==> config.mk <==
export PLATFORM = sky130hd
export DESIGN_NAME = uart_control_status_baud_gen
export DESIGN_NICKNAME = d
export VERILOG_FILES = /design/src/uart_csr_pkg.sv /design/src/uart_control_status_baud_gen.sv
export SDC_FILE = /design/constraint.sdc
export NUM_CORES = 1
export LEC_CHECK = 0
export BUFFER_PORTS_ARGS = -buffer_cell sky130_fd_sc_hd__buf_2
export CORE_ASPECT_RATIO = 1.75
export CORE_MARGIN = 2
export CORE_UTILIZATION = 25
export CTS_CLUSTER_DIAMETER = 30
export DETAILED_ROUTE_END_ITERATION = 16
export SETUP_SLACK_MARGIN = 0.4
export SYNTH_ARGS = -nofsm -noshare
export SYNTH_HDL_FRONTEND = slang
export SYNTH_SLANG_ARGS = --single-unit
==> constraint.sdc <==
create_clock -name i_core_clk -period 8 [get_ports i_core_clk]
set_clock_uncertainty 0.2 [all_clocks]
set_input_delay 0.4 -clock i_core_clk [delete_from_list [all_inputs] [get_ports i_core_clk]]
set_output_delay 0.4 -clock i_core_clk [all_outputs]
set_load 0.01 [all_outputs]
==> src/uart_csr_pkg.sv <==
// Register map, field positions, reset values and divider constants of the
// serial port control block.
// Assumes a single 100 MHz core clock shared by the port's data paths.
package uart_csr_pkg;
   localparam int ADDR_W = 3;
   localparam int DATA_W = 8;
   localparam int CNT_W  = 23;

   localparam logic [ADDR_W-1:0] OFF_TX_CTL   = 3'h0;
   localparam logic [ADDR_W-1:0] OFF_RX_CTL   = 3'h1;
   localparam logic [ADDR_W-1:0] OFF_BAUD_CTL = 3'h2;
   localparam logic [ADDR_W-1:0] OFF_DIV_LO   = 3'h3;
   localparam logic [ADDR_W-1:0] OFF_DIV_HI   = 3'h4;

   // transmit_control_status fields.
   localparam int TX_CLK_SRC     = 7;
   localparam int TX_NINE        = 6;
   localparam int TX_EN          = 5;
   localparam int TX_SYNC        = 4;
   localparam int TX_BREAK       = 3;
   localparam int TX_HIGH_SPEED  = 2;
   localparam int TX_SHIFT_EMPTY = 1;
   localparam int TX_NINTH       = 0;

   // receive_control_status fields.
   localparam int RX_PORT_EN   = 7;
   localparam int RX_NINE      = 6;
   localparam int RX_SINGLE    = 5;
   localparam int RX_CONT      = 4;
   localparam int RX_ADDR_DET  = 3;
   localparam int RX_FRAME_ERR = 2;
   localparam int RX_OVERRUN   = 1;
   localparam int RX_NINTH     = 0;

   // baud_rate_control fields.
   localparam int BD_AB_OVF   = 7;
   localparam int BD_RX_IDLE  = 6;
   localparam int BD_POLARITY = 4;
   localparam int BD_WIDTH16  = 3;
   localparam int BD_WAKEUP   = 1;
   localparam int BD_AUTOBAUD = 0;

   // Bits that software may write; the others are status or unimplemented.
   localparam logic [DATA_W-1:0] TX_WR_MASK = 8'hFD;
   localparam logic [DATA_W-1:0] RX_WR_MASK = 8'hF8;
   localparam logic [DATA_W-1:0] BD_WR_MASK = 8'h1B;

   localparam logic [DATA_W-1:0] TX_RST   = 8'h02;
   localparam logic [DATA_W-1:0] RX_RST   = 8'h00;
   localparam logic [DATA_W-1:0] BD_RST   = 8'h40;
   localparam logic [DATA_W-1:0] DIV_RST  = 8'h00;
   localparam logic [DATA_W-1:0] READ_IDLE = 8'h00;

   // Divide by (n+1) shifted left: 64, 16 and 4 clocks per generator step.
   localparam logic [2:0] SH_DIV64 = 3'h6;
   localparam logic [2:0] SH_DIV16 = 3'h4;
   localparam logic [2:0] SH_DIV4  = 3'h2;
   localparam logic [CNT_W-1:0] CNT_ONE  = 23'h000001;
   localparam logic [CNT_W-1:0] CNT_ZERO = 23'h000000;
endpackage : uart_csr_pkg

==> src/uart_control_status_baud_gen.sv <==
// Control and status registers plus baud rate generator of a serial port.
// Assumes transmit and receive data paths on the same clock drive the status
// inputs as one-cycle pulses or levels, and take the control outputs directly.
`timescale 1ns/100ps

// Summary of operation
// - In synchronous mode clock source bit picks master (1) or slave (0).
// - Transmit width bit selects nine data bits when set, eight when clear.
// - Transmit enable on/off; in synchronous mode receive enables override it.
// - Mode bit selects synchronous when 1, asynchronous when 0.
// - Asynchronous break request sends a break; hardware clears it when sent.
// - Read-only shift-empty bit shows transmit shift register empty; resets to 1.
// - Transmit ninth-bit field supplies the ninth bit in nine-bit mode.
// - Port enable turns the pins over to the port; clear holds port reset.
// - Synchronous master single receive starts one reception, cleared when done.
// - Continuous receive enables receiver; in synchronous mode overrides single.
// - Address detection in async nine-bit mode accepts only characters whose ninth bit is set.
// - Framing error bit updates when the next valid character is taken.
// - Overrun error bit sets on overrun, clears when continuous receive clears.
// - Received ninth bit is stored raw; software checks parity or address.
// - Asynchronous auto-baud overflow bit sets when the auto-baud timer overflows.
// - Receiver idle flag reads 1 while idle or in sync mode, 0 while receiving async; resets to 1.
// - Polarity inverts async transmit data, or picks sync clock edge.
// - Generator width bit selects sixteen-bit divisor; eight-bit after reset.
// - Wake-up waits for falling receive edge, raises receive event, then clears.
// - Auto-baud enable starts detection; hardware clears it on completion.
// - Free-running generator period set by divisor pair and mode bits.
// - Any divisor write restarts the generator timer from zero.
// - Rates are clock/64(n+1), clock/16(n+1), clock/4(n+1) in synchronous or async high-speed sixteen-bit mode.
module uart_control_status_baud_gen (
   input  wire logic                            i_core_clk,          // Core clock.
   input  wire logic                            i_srst,              // Sync reset.
   input  wire logic [uart_csr_pkg::ADDR_W-1:0] i_addr,              // Register index.
   input  wire logic [uart_csr_pkg::DATA_W-1:0] i_wdata,             // Write data.
   input  wire logic                            i_wr,                // Write strobe.
   input  wire logic                            i_rd,                // Read strobe.
   output logic      [uart_csr_pkg::DATA_W-1:0] o_rdata,             // Read data.
   input  wire logic                            i_rx_pin,            // Receive pin.
   input  wire logic                            i_tx_shift_empty,    // Shifter empty.
   input  wire logic                            i_break_done,        // Break sent.
   input  wire logic                            i_rx_busy,           // Receiving.
   input  wire logic                            i_rx_char_done,      // Char received.
   input  wire logic                            i_rx_ninth,          // Its ninth bit.
   input  wire logic                            i_rx_frame_err,      // Its stop bad.
   input  wire logic                            i_rx_overrun,        // Third char.
   input  wire logic                            i_autobaud_done,     // Detect done.
   input  wire logic                            i_autobaud_overflow, // Timer overflow.
   output logic                                 o_port_enable,       // Port on.
   output logic                                 o_sync_mode,         // Synchronous.
   output logic                                 o_sync_master,       // Drive clock.
   output logic                                 o_tx_enable,         // Transmitter on.
   output logic                                 o_tx_nine,           // Nine-bit send.
   output logic                                 o_tx_ninth_bit,      // Ninth tx bit.
   output logic                                 o_send_break,        // Break next.
   output logic                                 o_tx_invert,         // Invert tx data.
   output logic                                 o_sync_clk_rising,   // Rising edge.
   output logic                                 o_rx_enable,         // Receiver on.
   output logic                                 o_rx_nine,           // Nine-bit rcv.
   output logic                                 o_rx_load,           // Take char.
   output logic                                 o_rx_event,          // Receive event.
   output logic                                 o_autobaud_active,   // Detecting.
   output logic                                 o_baud_tick          // Generator step.
);
   import uart_csr_pkg::*;

   typedef struct packed {
      logic [DATA_W-1:0] tx_ctl;
      logic [DATA_W-1:0] rx_ctl;
      logic [DATA_W-1:0] baud_ctl;
      logic [DATA_W-1:0] div_lo;
      logic [DATA_W-1:0] div_hi;
      logic [CNT_W-1:0]  cnt;
      logic              tick;
      logic [DATA_W-1:0] rdata;
      logic              rx_meta;
      logic              rx_sync;
      logic              rx_prev;
      logic              rx_load;
      logic              rx_event;
   } csr_state_t;

   csr_state_t st;
   csr_state_t next_st;

   logic              port_en;
   logic              sync_mode;
   logic              master;
   logic              cont_rx;
   logic              single_rx;
   logic              wake_armed;
   logic              wake_edge;
   logic              addr_reject;
   logic              accept;
   logic              div_wr;
   logic [15:0]       divisor;
   logic [2:0]        shift;
   logic [CNT_W-1:0]  limit;

   assign port_en   = st.rx_ctl[RX_PORT_EN];
   assign sync_mode = st.tx_ctl[TX_SYNC];
   assign master    = sync_mode & st.tx_ctl[TX_CLK_SRC];
   assign cont_rx   = st.rx_ctl[RX_CONT];
   // Single receive only counts as a synchronous master.
   assign single_rx = master & st.rx_ctl[RX_SINGLE];
   assign wake_armed = port_en & ~sync_mode & st.baud_ctl[BD_WAKEUP];
   // Edge detect looks at the second synchroniser stage and its delayed copy.
   assign wake_edge = wake_armed & st.rx_prev & ~st.rx_sync;
   assign addr_reject = ~sync_mode & st.rx_ctl[RX_NINE]
                      & st.rx_ctl[RX_ADDR_DET] & ~i_rx_ninth;
   assign accept = i_rx_char_done & port_en & ~wake_armed & ~addr_reject;
   assign div_wr = i_wr & ((i_addr == OFF_DIV_LO) | (i_addr == OFF_DIV_HI));

   // The high byte only counts in sixteen-bit mode.
   assign divisor = st.baud_ctl[BD_WIDTH16] ? {st.div_hi, st.div_lo}
                                            : {DIV_RST, st.div_lo};

   always_comb begin
      if (sync_mode) begin
         shift = SH_DIV4;
      end else if (st.baud_ctl[BD_WIDTH16]) begin
         shift = st.tx_ctl[TX_HIGH_SPEED] ? SH_DIV4 : SH_DIV16;
      end else begin
         shift = st.tx_ctl[TX_HIGH_SPEED] ? SH_DIV16 : SH_DIV64;
      end
   end

   assign limit = ((CNT_W'(divisor) + CNT_ONE) << shift) - CNT_ONE;

   always_comb begin
      next_st = st;
      next_st.rdata    = READ_IDLE;
      next_st.tick     = 1'b0;
      next_st.rx_load  = 1'b0;
      next_st.rx_event = 1'b0;
      next_st.rx_meta  = i_rx_pin;
      next_st.rx_sync  = st.rx_meta;
      next_st.rx_prev  = st.rx_sync;

      // Register read, answered in the following cycle only.
      if (i_rd) begin
         if (i_addr == OFF_TX_CTL) begin
            next_st.rdata = st.tx_ctl;
         end else if (i_addr == OFF_RX_CTL) begin
            next_st.rdata = st.rx_ctl;
         end else if (i_addr == OFF_BAUD_CTL) begin
            next_st.rdata = st.baud_ctl;
         end else if (i_addr == OFF_DIV_LO) begin
            next_st.rdata = st.div_lo;
         end else if (i_addr == OFF_DIV_HI) begin
            next_st.rdata = st.div_hi;
         end else begin
            next_st.rdata = READ_IDLE;
         end
      end

      // Hardware clears of request bits come first so a same-cycle write wins.
      if (i_break_done) begin
         next_st.tx_ctl[TX_BREAK] = 1'b0;
      end
      if (i_autobaud_done) begin
         next_st.baud_ctl[BD_AUTOBAUD] = 1'b0;
      end
      if (i_rx_char_done & single_rx & ~cont_rx) begin
         next_st.rx_ctl[RX_SINGLE] = 1'b0;
      end
      if (wake_edge) begin
         next_st.baud_ctl[BD_WAKEUP] = 1'b0;
         next_st.rx_event = 1'b1;
      end

      // Register write; status bits keep their value through the mask.
      if (i_wr) begin
         if (i_addr == OFF_TX_CTL) begin
            next_st.tx_ctl = (next_st.tx_ctl & ~TX_WR_MASK) | (i_wdata & TX_WR_MASK);
         end else if (i_addr == OFF_RX_CTL) begin
            next_st.rx_ctl = (next_st.rx_ctl & ~RX_WR_MASK) | (i_wdata & RX_WR_MASK);
         end else if (i_addr == OFF_BAUD_CTL) begin
            next_st.baud_ctl = (next_st.baud_ctl & ~BD_WR_MASK)
                             | (i_wdata & BD_WR_MASK);
            // A fresh detection starts with the overflow flag cleared.
            if (i_wdata[BD_AUTOBAUD]) begin
               next_st.baud_ctl[BD_AB_OVF] = 1'b0;
            end
         end else if (i_addr == OFF_DIV_LO) begin
            next_st.div_lo = i_wdata;
         end else if (i_addr == OFF_DIV_HI) begin
            next_st.div_hi = i_wdata;
         end
      end

      // Status mirrors.
      next_st.tx_ctl[TX_SHIFT_EMPTY] = i_tx_shift_empty;
      next_st.baud_ctl[BD_RX_IDLE] = sync_mode | ~i_rx_busy;

      // Taken character: its framing and ninth bit are kept as they came.
      if (accept) begin
         next_st.rx_ctl[RX_FRAME_ERR] = i_rx_frame_err;
         next_st.rx_ctl[RX_NINTH] = i_rx_ninth;
         next_st.rx_load  = 1'b1;
         next_st.rx_event = 1'b1;
      end

      // Overrun only lives while continuous receive stays on.
      if (~cont_rx | ~port_en) begin
         next_st.rx_ctl[RX_OVERRUN] = 1'b0;
      end
      if (i_rx_overrun & cont_rx & port_en) begin
         next_st.rx_ctl[RX_OVERRUN] = 1'b1;
      end
      if (i_autobaud_overflow & ~sync_mode & st.baud_ctl[BD_AUTOBAUD]) begin
         next_st.baud_ctl[BD_AB_OVF] = 1'b1;
      end

      // Free-running generator; the compare uses >= so a smaller divisor or
      // a faster mode never leaves the counter stranded above the limit.
      if (div_wr | ~port_en) begin
         next_st.cnt = CNT_ZERO;
      end else if (st.cnt >= limit) begin
         next_st.cnt  = CNT_ZERO;
         next_st.tick = 1'b1;
      end else begin
         next_st.cnt = st.cnt + CNT_ONE;
      end

      // A disabled port drops its error state and any pending events.
      if (~port_en) begin
         next_st.rx_ctl[RX_FRAME_ERR] = 1'b0;
         next_st.rx_load  = 1'b0;
         next_st.rx_event = 1'b0;
      end
   end

   always_ff @(posedge i_core_clk) begin
      if (i_srst) begin
         st          <= '0;
         st.tx_ctl   <= TX_RST;
         st.rx_ctl   <= RX_RST;
         st.baud_ctl <= BD_RST;
         st.rx_meta  <= 1'b1;
         st.rx_sync  <= 1'b1;
         st.rx_prev  <= 1'b1;
      end else begin
         st <= next_st;
      end
   end

   assign o_rdata           = st.rdata;
   assign o_port_enable     = port_en;
   assign o_sync_mode       = sync_mode;
   assign o_sync_master     = port_en & master;
   assign o_tx_enable       = port_en & st.tx_ctl[TX_EN]
                            & ~(sync_mode & (cont_rx | single_rx));
   assign o_tx_nine         = st.tx_ctl[TX_NINE];
   assign o_tx_ninth_bit    = st.tx_ctl[TX_NINTH];
   assign o_send_break      = port_en & ~sync_mode & st.tx_ctl[TX_BREAK];
   assign o_tx_invert       = ~sync_mode & st.baud_ctl[BD_POLARITY];
   assign o_sync_clk_rising = sync_mode & st.baud_ctl[BD_POLARITY];
   // Wake-up mode keeps the receiver from taking characters.
   assign o_rx_enable       = port_en & (sync_mode ? (cont_rx | single_rx)
                                         : (cont_rx & ~wake_armed));
   assign o_rx_nine         = st.rx_ctl[RX_NINE];
   assign o_rx_load         = st.rx_load;
   assign o_rx_event        = st.rx_event;
   assign o_autobaud_active = port_en & ~sync_mode & st.baud_ctl[BD_AUTOBAUD];
   assign o_baud_tick       = st.tick;
endmodule : uart_control_status_baud_gen

# Word-level counts from Yosys, hierarchy flattened

Index checks and enable logic that the tools add are counted.

Shift operators: 1
Reductions and logical operators: 19
Add/subtract/negate cells: 3
Equality and inequality tests: 8
Muxes and demuxes: 34
Magnitude comparators: 1
Bitwise logic cells: 51

Operator list:

| kind                                                | number |
|---|---|
| 2-to-1 mux 8 bit                                    | 10 |
| 2-to-1 mux 36 bit                                   | 1 |
| 2-to-1 mux 16 bit                                   | 2 |
| 2-to-1 mux 32 bit                                   | 1 |
| AND 1 bit                                           | 29 |
| 2-to-1 mux 24 bit                                   | 1 |
| adder 23 x 1 -> 23 bit (second input constant)      | 1 |
| >= comparator 23 bit                                | 1 |
| left shift 17 x 3 -> 23 bit                         | 1 |
| subtractor 23 x 1 -> 23 bit (second input constant) | 1 |
| adder 16 x 1 -> 17 bit (second input constant)      | 1 |
| NOT 1 bit                                           | 14 |
| 2-to-1 mux 1 bit                                    | 13 |
| 2-to-1 mux 3 bit                                    | 3 |
| AND reduction 3 bit                                 | 3 |
| bitwise OR 2 x 8 -> 8 bit                           | 1 |
| bitwise OR 3 x 8 -> 8 bit                           | 1 |
| bitwise OR 8 x 5 -> 8 bit                           | 1 |
| AND reduction 4 bit                                 | 2 |
| nonzero test 2 bit                                  | 4 |
| == test 3 x 2 -> 1 bit (second input constant)      | 2 |
| AND reduction 6 bit                                 | 1 |
| nonzero test 3 bit                                  | 2 |
| OR reduction 2 bit                                  | 3 |
| other kinds (12)                                    | 18 |

Output and inout bits: 23
Bits of input ports: 25
Word-level logic and storage cells: 137
Bits in registers: 77

# Depth between registers and ports, before layout

Gate-level depths: netlist (run 1).

Depth in word-level cells: 12
Gate-level depth with buffers: 21
Mapped depth without buffers: 19

# Worst setup path before layout (run 1)

No wires, ideal clock.

Path type: register -> register
Start: reg st[71] (netlist bit)
End: reg st[16] (netlist bit)
Required time: 7.666 ns
Setup slack: 3.559 ns
Stages on the path, launching flop included: 17
Arrival: 4.107 ns
Period minus slack after synthesis: 4.441 ns
Setup time: 0.134 ns
Buffers on the path: 1
Cell sequence: dfxtp_1 ha_1 or3b_1 o221ai_2 nor2_1 a31oi_2 nand4_2 or4_4 or2_4 nor3_2 xor2_1 ha_1 nand4_1 o41ai_1 a31o_2 clkbuf_1 nor4_1

Longest elaborated chain between the ends: 7
Elaborated cells between the ends (all ways): 8
Those cells by class: add/sub (1); order compare (1); shift (1); mux (4); reduce/logical (1)

Ends and longest elaborated chain:

| what                                                        | RTL line                                                                 | source |
|---|---|---|
| start, declared                                             | uart_control_status_baud_gen.sv:82                                       | `csr_state_t st;` |
| start signal, assigned                                      | uart_control_status_baud_gen.sv:243                                      | `st <= next_st;` |
| 2-to-1 mux 2 bit / 2-to-1 mux 3 bit (equally long branches) | uart_control_status_baud_gen.sv:123, uart_control_status_baud_gen.sv:121 |  |
| 2-to-1 mux 3 bit *                                          | uart_control_status_baud_gen.sv:120                                      | `end else if (st.baud_ctl[BD_WIDTH16]) begin` |
| 2-to-1 mux 3 bit *                                          | uart_control_status_baud_gen.sv:118                                      | `if (sync_mode) begin` |
| left shift 17 x 3 -> 23 bit *                               | uart_control_status_baud_gen.sv:127                                      | `assign limit = ((CNT_W'(divisor) + CNT_ONE) << shift) - CNT_ONE;` |
| subtractor 23 x 1 -> 23 bit *                               | uart_control_status_baud_gen.sv:127                                      |  |
| >= comparator 23 bit *                                      | uart_control_status_baud_gen.sv:218                                      | `end else if (st.cnt >= limit) begin` |
| OR reduction 3 bit (no line) *                              | -                                                                        |  |

Every way passes the cells marked *; elsewhere a longest branch is shown, timed or not.
A chain may end at the register's enable or synchronous reset.

# Worst setup path after layout (run 1)

Start: reg st[56] (netlist bit)
End: reg st[21] (netlist bit)

Longest elaborated chain between the ends: 6
Elaborated cells between the ends (all ways): 8
Those cells by class: add/sub (2); order compare (1); shift (1); mux (3); reduce/logical (1)

Ends and longest elaborated chain:

| what                                                              | RTL line |
|---|---|
| 2-to-1 mux 16 bit / 2-to-1 mux 3 bit (equally long branches)      | uart_control_status_baud_gen.sv:114, uart_control_status_baud_gen.sv:120 |
| adder 16 x 1 -> 17 bit / 2-to-1 mux 3 bit (equally long branches) | uart_control_status_baud_gen.sv:127, uart_control_status_baud_gen.sv:118 |
| left shift 17 x 3 -> 23 bit *                                     | uart_control_status_baud_gen.sv:127 |
| subtractor 23 x 1 -> 23 bit *                                     | uart_control_status_baud_gen.sv:127 |
| >= comparator 23 bit *                                            | uart_control_status_baud_gen.sv:218 |
| OR reduction 3 bit (no line) *                                    | - |

Marked as above.

==> flow_summary.ini, run 1 <==
[status]
outcome = complete, but fails checks
violations = DRC

[floorplanning]
die_y_um = 195
ios = 48
core_area_mm2 = 0.0204
initial_core_util_pct = 25.5
dieArea_mm2 = 0.0220
num_rows = 69
fp.dieW_um = 113

[route]
wl_um = 14100
viasPerCell = 5.08
routedWlPerCell_um = 15.4
drc = 1
dr_total_vias = 4625
drt_first_pass_iters = 10
drt_iter0_markers = 208
route.antenna.remaining_nets = 0

[power]
leakagePower_nw = 2.18
peakVddDrop_mv = 0.0984
power_density_mw_per_mm2 = 150

[timing]
finalHoldViolations = 0
drv_slew = 0
tns_ns = 0
timing.hold.ws_ns = 0.0250
fin_crit_sh_pct = 74.1
finalCriticalPeriod_ns = 5.93
rsz0062_at_grt = false
fmax_mhz = 169
setup_viol = 0
slew-limit-headroom_pct = 29.1
tightest_slew_ns = 1.06

[cells_and_area]
area_growth_pct = 12.1
n_antenna_cell = 0
nFillCells = 2228
final_nets = 710
fin_cells = 911
drive_above_1_share_pct = 14.3

[yosys]
synth_edf_count = 0
synth_flop_cell = dfxtp_1
syn_nets = 697
ys_seq_area_share_pct = 28.9
async_flop_share_pct = 0
ys_types = 71
avgSynthCellArea_um2 = 8.05
synth_area_mm2 = 0.00519
yosysWarningCount = 0
synth-seq-cells = 75
syn_inst = 645

[global_route]
grt_start_max_net_pins = 42
grt_usage_pct = 13.0
overflow = 0
grt_pass1_vias = 4611
grt_pass1_wl_um = 23100
grt_antenna_before_repair = 0

[critical_path]
critPathLaunchType = flip-flop
rrSetupSlack_ns = 2.07
crit_arrival_ns = 5.90
worstSetupEndpointType = flip-flop
r2r-start = st[56]
rr_worst_depth = 14
worstPathMaxFanout = 23
worst_ep_required_time_ns = 7.98
crit_type = reg -> reg
worstReg2RegEnd = st[21]

[clock_tree]
root_buffer = clkbuf_16
clockBufferDepth = 2
htreeDepth = 3
cts_made_buffers = 9
path_clk_slew_ns = 0.06
hold_buffers = 0
cts_tree = built
post_cts_resized = 0
clkLatencyLatePin_ns = 0.34
cts.sinks = 75
cts_setup_buffers = 0

[place]
dp.cells = 895
io_buffers = 47
gp_congestion = 0.860
post-dp-hpwl_um = 10900

[min_path]
hold_start = i_rx_busy
hp-class = in -> reg
holdPathStages = 2
holdPathEnd = st[59]

[flow_run]
max-cap-violations = 0
worst max path at each step:
stage | start | slack, ns | depth (start not counted) | to
5_1_grt | st[56] | 1.64 | 14 | st[18]
4_1_cts | st[56] | 2.13 | 14 | st[21]
3_5_place_dp | st[56] | 2.13 | 14 | st[16]
3_3_place_gp | st[56] | 2.32 | 14 | st[17]
2_1_floorplan | st[71] | 3.56 | 16 | st[16]
6_report | st[56] | 2.07 | 14 | st[21]
cells by family (layout without fill, tap and decap cells):
| family | after synthesis | count (layout) | synth area share (%) |
|---|---|---|---|
| adder cells (fa/ha/maj) | 27 | 27 | 6.51 |
| AO/OA/AOI/OAI | 107 | 107 | 14.3 |
| XOR/XNOR | 52 | 52 | 8.92 |
| multiplexers | 40 | 40 | 7.98 |
| AND/OR/NAND/NOR | 284 | 284 | 28.2 |
| flip-flops | 75 | 75 | 28.9 |
| buffers and inverters | 60 | 78 | 5.14 |
critical path, stage by stage, from the launching register on:
cell and delay (ns):
dfxtp_1 0.74, ha_1 0.40, nor2b_1 0.88, nor2_1 0.27
a221oi_2 0.43, nand2_1 0.15, or4_4 0.52, or3_1 0.41
nor3_1 0.20, mux2i_1 0.11, ha_1 0.30, nand4_1 0.17
o41ai_1 0.40, a31o_2 0.50, nor4_1 0.10
state kept, by name (all words and copies together) (netlist names):
name            flops
o_rx_load           1
cont_rx             1
st                 56
o_port_enable       1
o_baud_tick         1
next_st             2
o_tx_ninth_bit      1
o_rx_event          1
o_rx_nine           1
o_tx_nine           1
o_rdata             8
o_sync_mode         1
layout make-up:
| type | instances | area [um^2] | share of cell area (%) |
|---|---|---|---|
| Timing Repair Buffer | 51 | 265 | 4.56 |
| Inverter | 11 | 41.3 | 0.710 |
| Clock buffer | 10 | 229 | 3.93 |
| Sequential cell | 75 | 1500 | 25.8 |
| Clock inverter | 6 | 50.0 | 0.860 |
| Multi-Input combinational cell | 510 | 3420 | 58.8 |
| Tap cell | 248 | 310 | 5.33 |
cells in the final DEF, fill, tap and decap left out, types with 5 or more instances in the layout:
cell / count
a21o_1: 8
dfxtp_1: 75
a21oi_1: 36
o21ai_0: 9
nand2b_1: 10
nor2_1: 78
o22a_1: 6
xor2_1: 26
inv_1: 11
nand3_1: 23
a31oi_1: 6
nand4_1: 13
nor2b_1: 7
nor4_1: 27
or2_2: 6
mux2i_1: 38
nand2_1: 71
ha_1: 27
o21a_1: 5
nor3_1: 8
clkbuf_16: 9
xnor2_1: 25
buf_2: 47
and3_1: 8
layer usage:
layer	share of wire [%]	wire length, um	GRT usage (%)	vias up
li1	-	-	-	2326
met1	38	5300	13.4	2163
met2	55	7720	24.7	104
met3	2.8	395	1.81	32
met4	4.7	656	7.27	0
met5	0	0	0	-
per-stage QoR:
step	area (um^2)	util, %	setup slack [ns]	total power [mW]
after floorplan	5190	-	3.56	0.465
after global placement	5540	27.2	2.32	0.491
after detailed placement	5540	27.2	2.13	0.492
after CTS	5820	28.6	2.13	0.878
after global routing	5820	28.6	1.64	0.908
final	5820	28.6	2.07	0.871
cells in the mapped netlist (7+ instances only):
cell	number	area share (%)
a21o_1	8	1.2
a21oi_1	36	3.5
and3_1	8	0.96
buf_2	9	0.87
buf_4	8	1.2
clkbuf_1	27	2.0
dfxtp_1	75	29
ha_1	27	6.5
inv_1	11	0.80
mux2i_1	38	7.3
nand2_1	71	5.1
nand2b_1	10	1.2
nand3_1	23	2.2
nand4_1	13	1.6
nor2_1	78	5.6
nor2b_1	7	0.84
nor3_1	8	0.77
nor4_1	27	3.3
o21ai_0	9	0.87
xnor2_1	25	4.2
xor2_1	26	4.4
power by group:
| group | switching (mW) | total [mW] | internal, mW |
|---|---|---|---|
| Clock | 0.174 | 0.387 | 0.213 |
| Sequential | 0.00708 | 0.385 | 0.378 |
| Combinational | 0.0590 | 0.0983 | 0.0393 |
(Power assumes the default switching activity.)
==> run 2: changes to the inputs <==
==> constraint.sdc (replaced) <==
create_clock -name i_core_clk -period 5.4 [get_ports i_core_clk]
set_clock_uncertainty 0.2 [all_clocks]
set_input_delay 0.27 -clock i_core_clk [delete_from_list [all_inputs] [get_ports i_core_clk]]
set_output_delay 0.27 -clock i_core_clk [all_outputs]
set_load 0.01 [all_outputs]
==> run 2 against run 1 <==
The run still ends with DRC left. Critical path type unchanged. Final cell count is 2.5% higher. Sequential power is 48% higher. Critical endpoint is now st[34]. Via count is 2.7% higher.
==> flow_summary.ini, run 2 (synthesis gave the netlist of run 1 again) <==
[cells_and_area]
largest_register = st
largest_reg_flops = 56
area_growth_pct = 18.9
n_antenna_cell = 0
fin_cells = 934
mostFrequentLayoutCell = nor2_1
final_cell_mix = nor2_1 (77), nand2_1 (71), dfxtp_1 (69)
drive_above_1_share_pct = 18.5
final_nets = 733

[timing]
finalCriticalPeriod_ns = 4.83
tightest_slew_ns = 0.938
setup_viol = 0
rsz0062_at_grt = false
finalHoldViolations = 0
slew-limit-headroom_pct = 37.0
fin_crit_sh_pct = 89.4
tns_ns = 0
fmax_mhz = 207
drv_slew = 0

[min_path]
hp-class = in -> reg

[floorplanning]
die_y_um = 195
fp.dieW_um = 113
core_area_mm2 = 0.0204
dieArea_mm2 = 0.0220
ios = 48
initial_core_util_pct = 25.5
num_rows = 69

[route]
route.antenna.remaining_nets = 0
viasPerCell = 5.09
drt_first_pass_iters = 11
wl_um = 14800
dr_total_vias = 4751
routedWlPerCell_um = 15.8
drt_iter0_markers = 228
drc = 1

[global_route]
overflow = 0
grt_antenna_before_repair = 0
grt_pass1_vias = 4744
grt_usage_pct = 13.2
grt_start_max_net_pins = 42
grt_pass1_wl_um = 23600

[clock_tree]
cts.sinks = 75
cts_tree = built
root_buffer = clkbuf_16
clkLatencyLatePin_ns = 0.34
htreeDepth = 3
path_clk_slew_ns = 0.06
clockBufferDepth = 2
cts_made_buffers = 9

[status]
violations = DRC
outcome = complete, but fails checks

[critical_path]
critPathLaunchType = flip-flop
crit_type = reg -> reg
worstPathMaxFanout = 10
worstSetupEndpointType = flip-flop
worst_ep_required_time_ns = 5.45
crit_arrival_ns = 4.88

[place]
gp_congestion = 0.876
io_buffers = 47
post-dp-hpwl_um = 11000
dp.cells = 900

[power]
power_density_mw_per_mm2 = 223
leakagePower_nw = 2.34
peakVddDrop_mv = 0.193

[flow_run]
max-cap-violations = 0
[run 2: cell types whose count changed in the layout (fill, tap and decap cells not counted), moves of 2 or more]
cell,delta
buf_4,+12
dfxtp_2,+5
o41ai_1,-2
ha_1,-2
dfxtp_1,-6
nor4_1,-2
dlygate4sd3_1,+10
[run 2: area by class of cell]
cell class / count / area [um^2]
tap: 248 / 310
clock buffer: 10 / 239
multi-input combinational: 511 / 3540
inverter: 11 / 41.3
sequential: 75 / 1510
clock inverter: 6 / 72.6
fill: 2201 / 14200
timing repair buffer: 73 / 455
[run 2: final timing paths]
| kind | start | to | slack (ns) | cells past startpoint |
|---|---|---|---|---|
| worst min register to register | next_st[3] | next_st[2] | 0.21 | 1 |
| worst max register to register | st[45] | st[34] | 0.57 | 18 |
| worst max-delay path | st[45] | st[34] | 0.57 | 18 |
| worst min-delay path | i_wdata[7] | st[52] | 0.01 | 3 |
[run 2: routing by layer]
layer	wire (um)	up-vias	GRT usage, %
met1	5440	2212	13.3
met2	8300	128	26.0
met3	427	41	1.84
met5	0	-	0
li1	-	2370	-
met4	630	0	6.50
[run 2: stage by stage]
stage          util [%]  power [mW]  hold slack [ns]  worst slack (ns)  cell area (um^2)
3_5_place_dp       27.4       0.731            0.197             0.283              5580
5_1_grt            30.3        1.43           0.0289             0.383              6170
2_1_floorplan         -       0.689            0.132             0.959              5190
4_1_cts            29.5        1.38          0.00609             0.404              6000
6_report           30.3        1.38           0.0142             0.573              6170
3_3_place_gp       27.4       0.729            0.194             0.323              5580
[run 2: worst max-delay path: stages (launching register included)]
cell and delay (ns):
dfxtp_4 0.41, ha_2 0.26, nand4_4 0.22, o21ai_2 0.22, nand3_1 0.20, a32oi_4 0.31, nand2_1 0.11, or4_4 0.56
or3_1 0.41, nor3_1 0.20, mux2i_1 0.23, ha_1 0.27, nand4_1 0.20, nor2_2 0.11, nand2_1 0.11, o41ai_4 0.10
a31o_2 0.24, buf_4 0.16, nor4_1 0.21
[run 2: what timing repair did]
item | CTS | global route
pin swaps | 0 | 3
cloned | 0 | 1
gates resized for setup | 2 | 23
endpoints found under the setup margin | 23 | 23
endpoints found under the hold margin | 10 | 0
setup buffers | 0 | 7
hold buffers | 10 | 0
[run 2: report_power, final]
group	switching, mW	leakage, nW	total [mW]	internal [mW]
Clock	0.264	0.150	0.640	0.376
Sequential	0.0103	0.610	0.571	0.560
Combinational	0.0984	1.58	0.167	0.0682
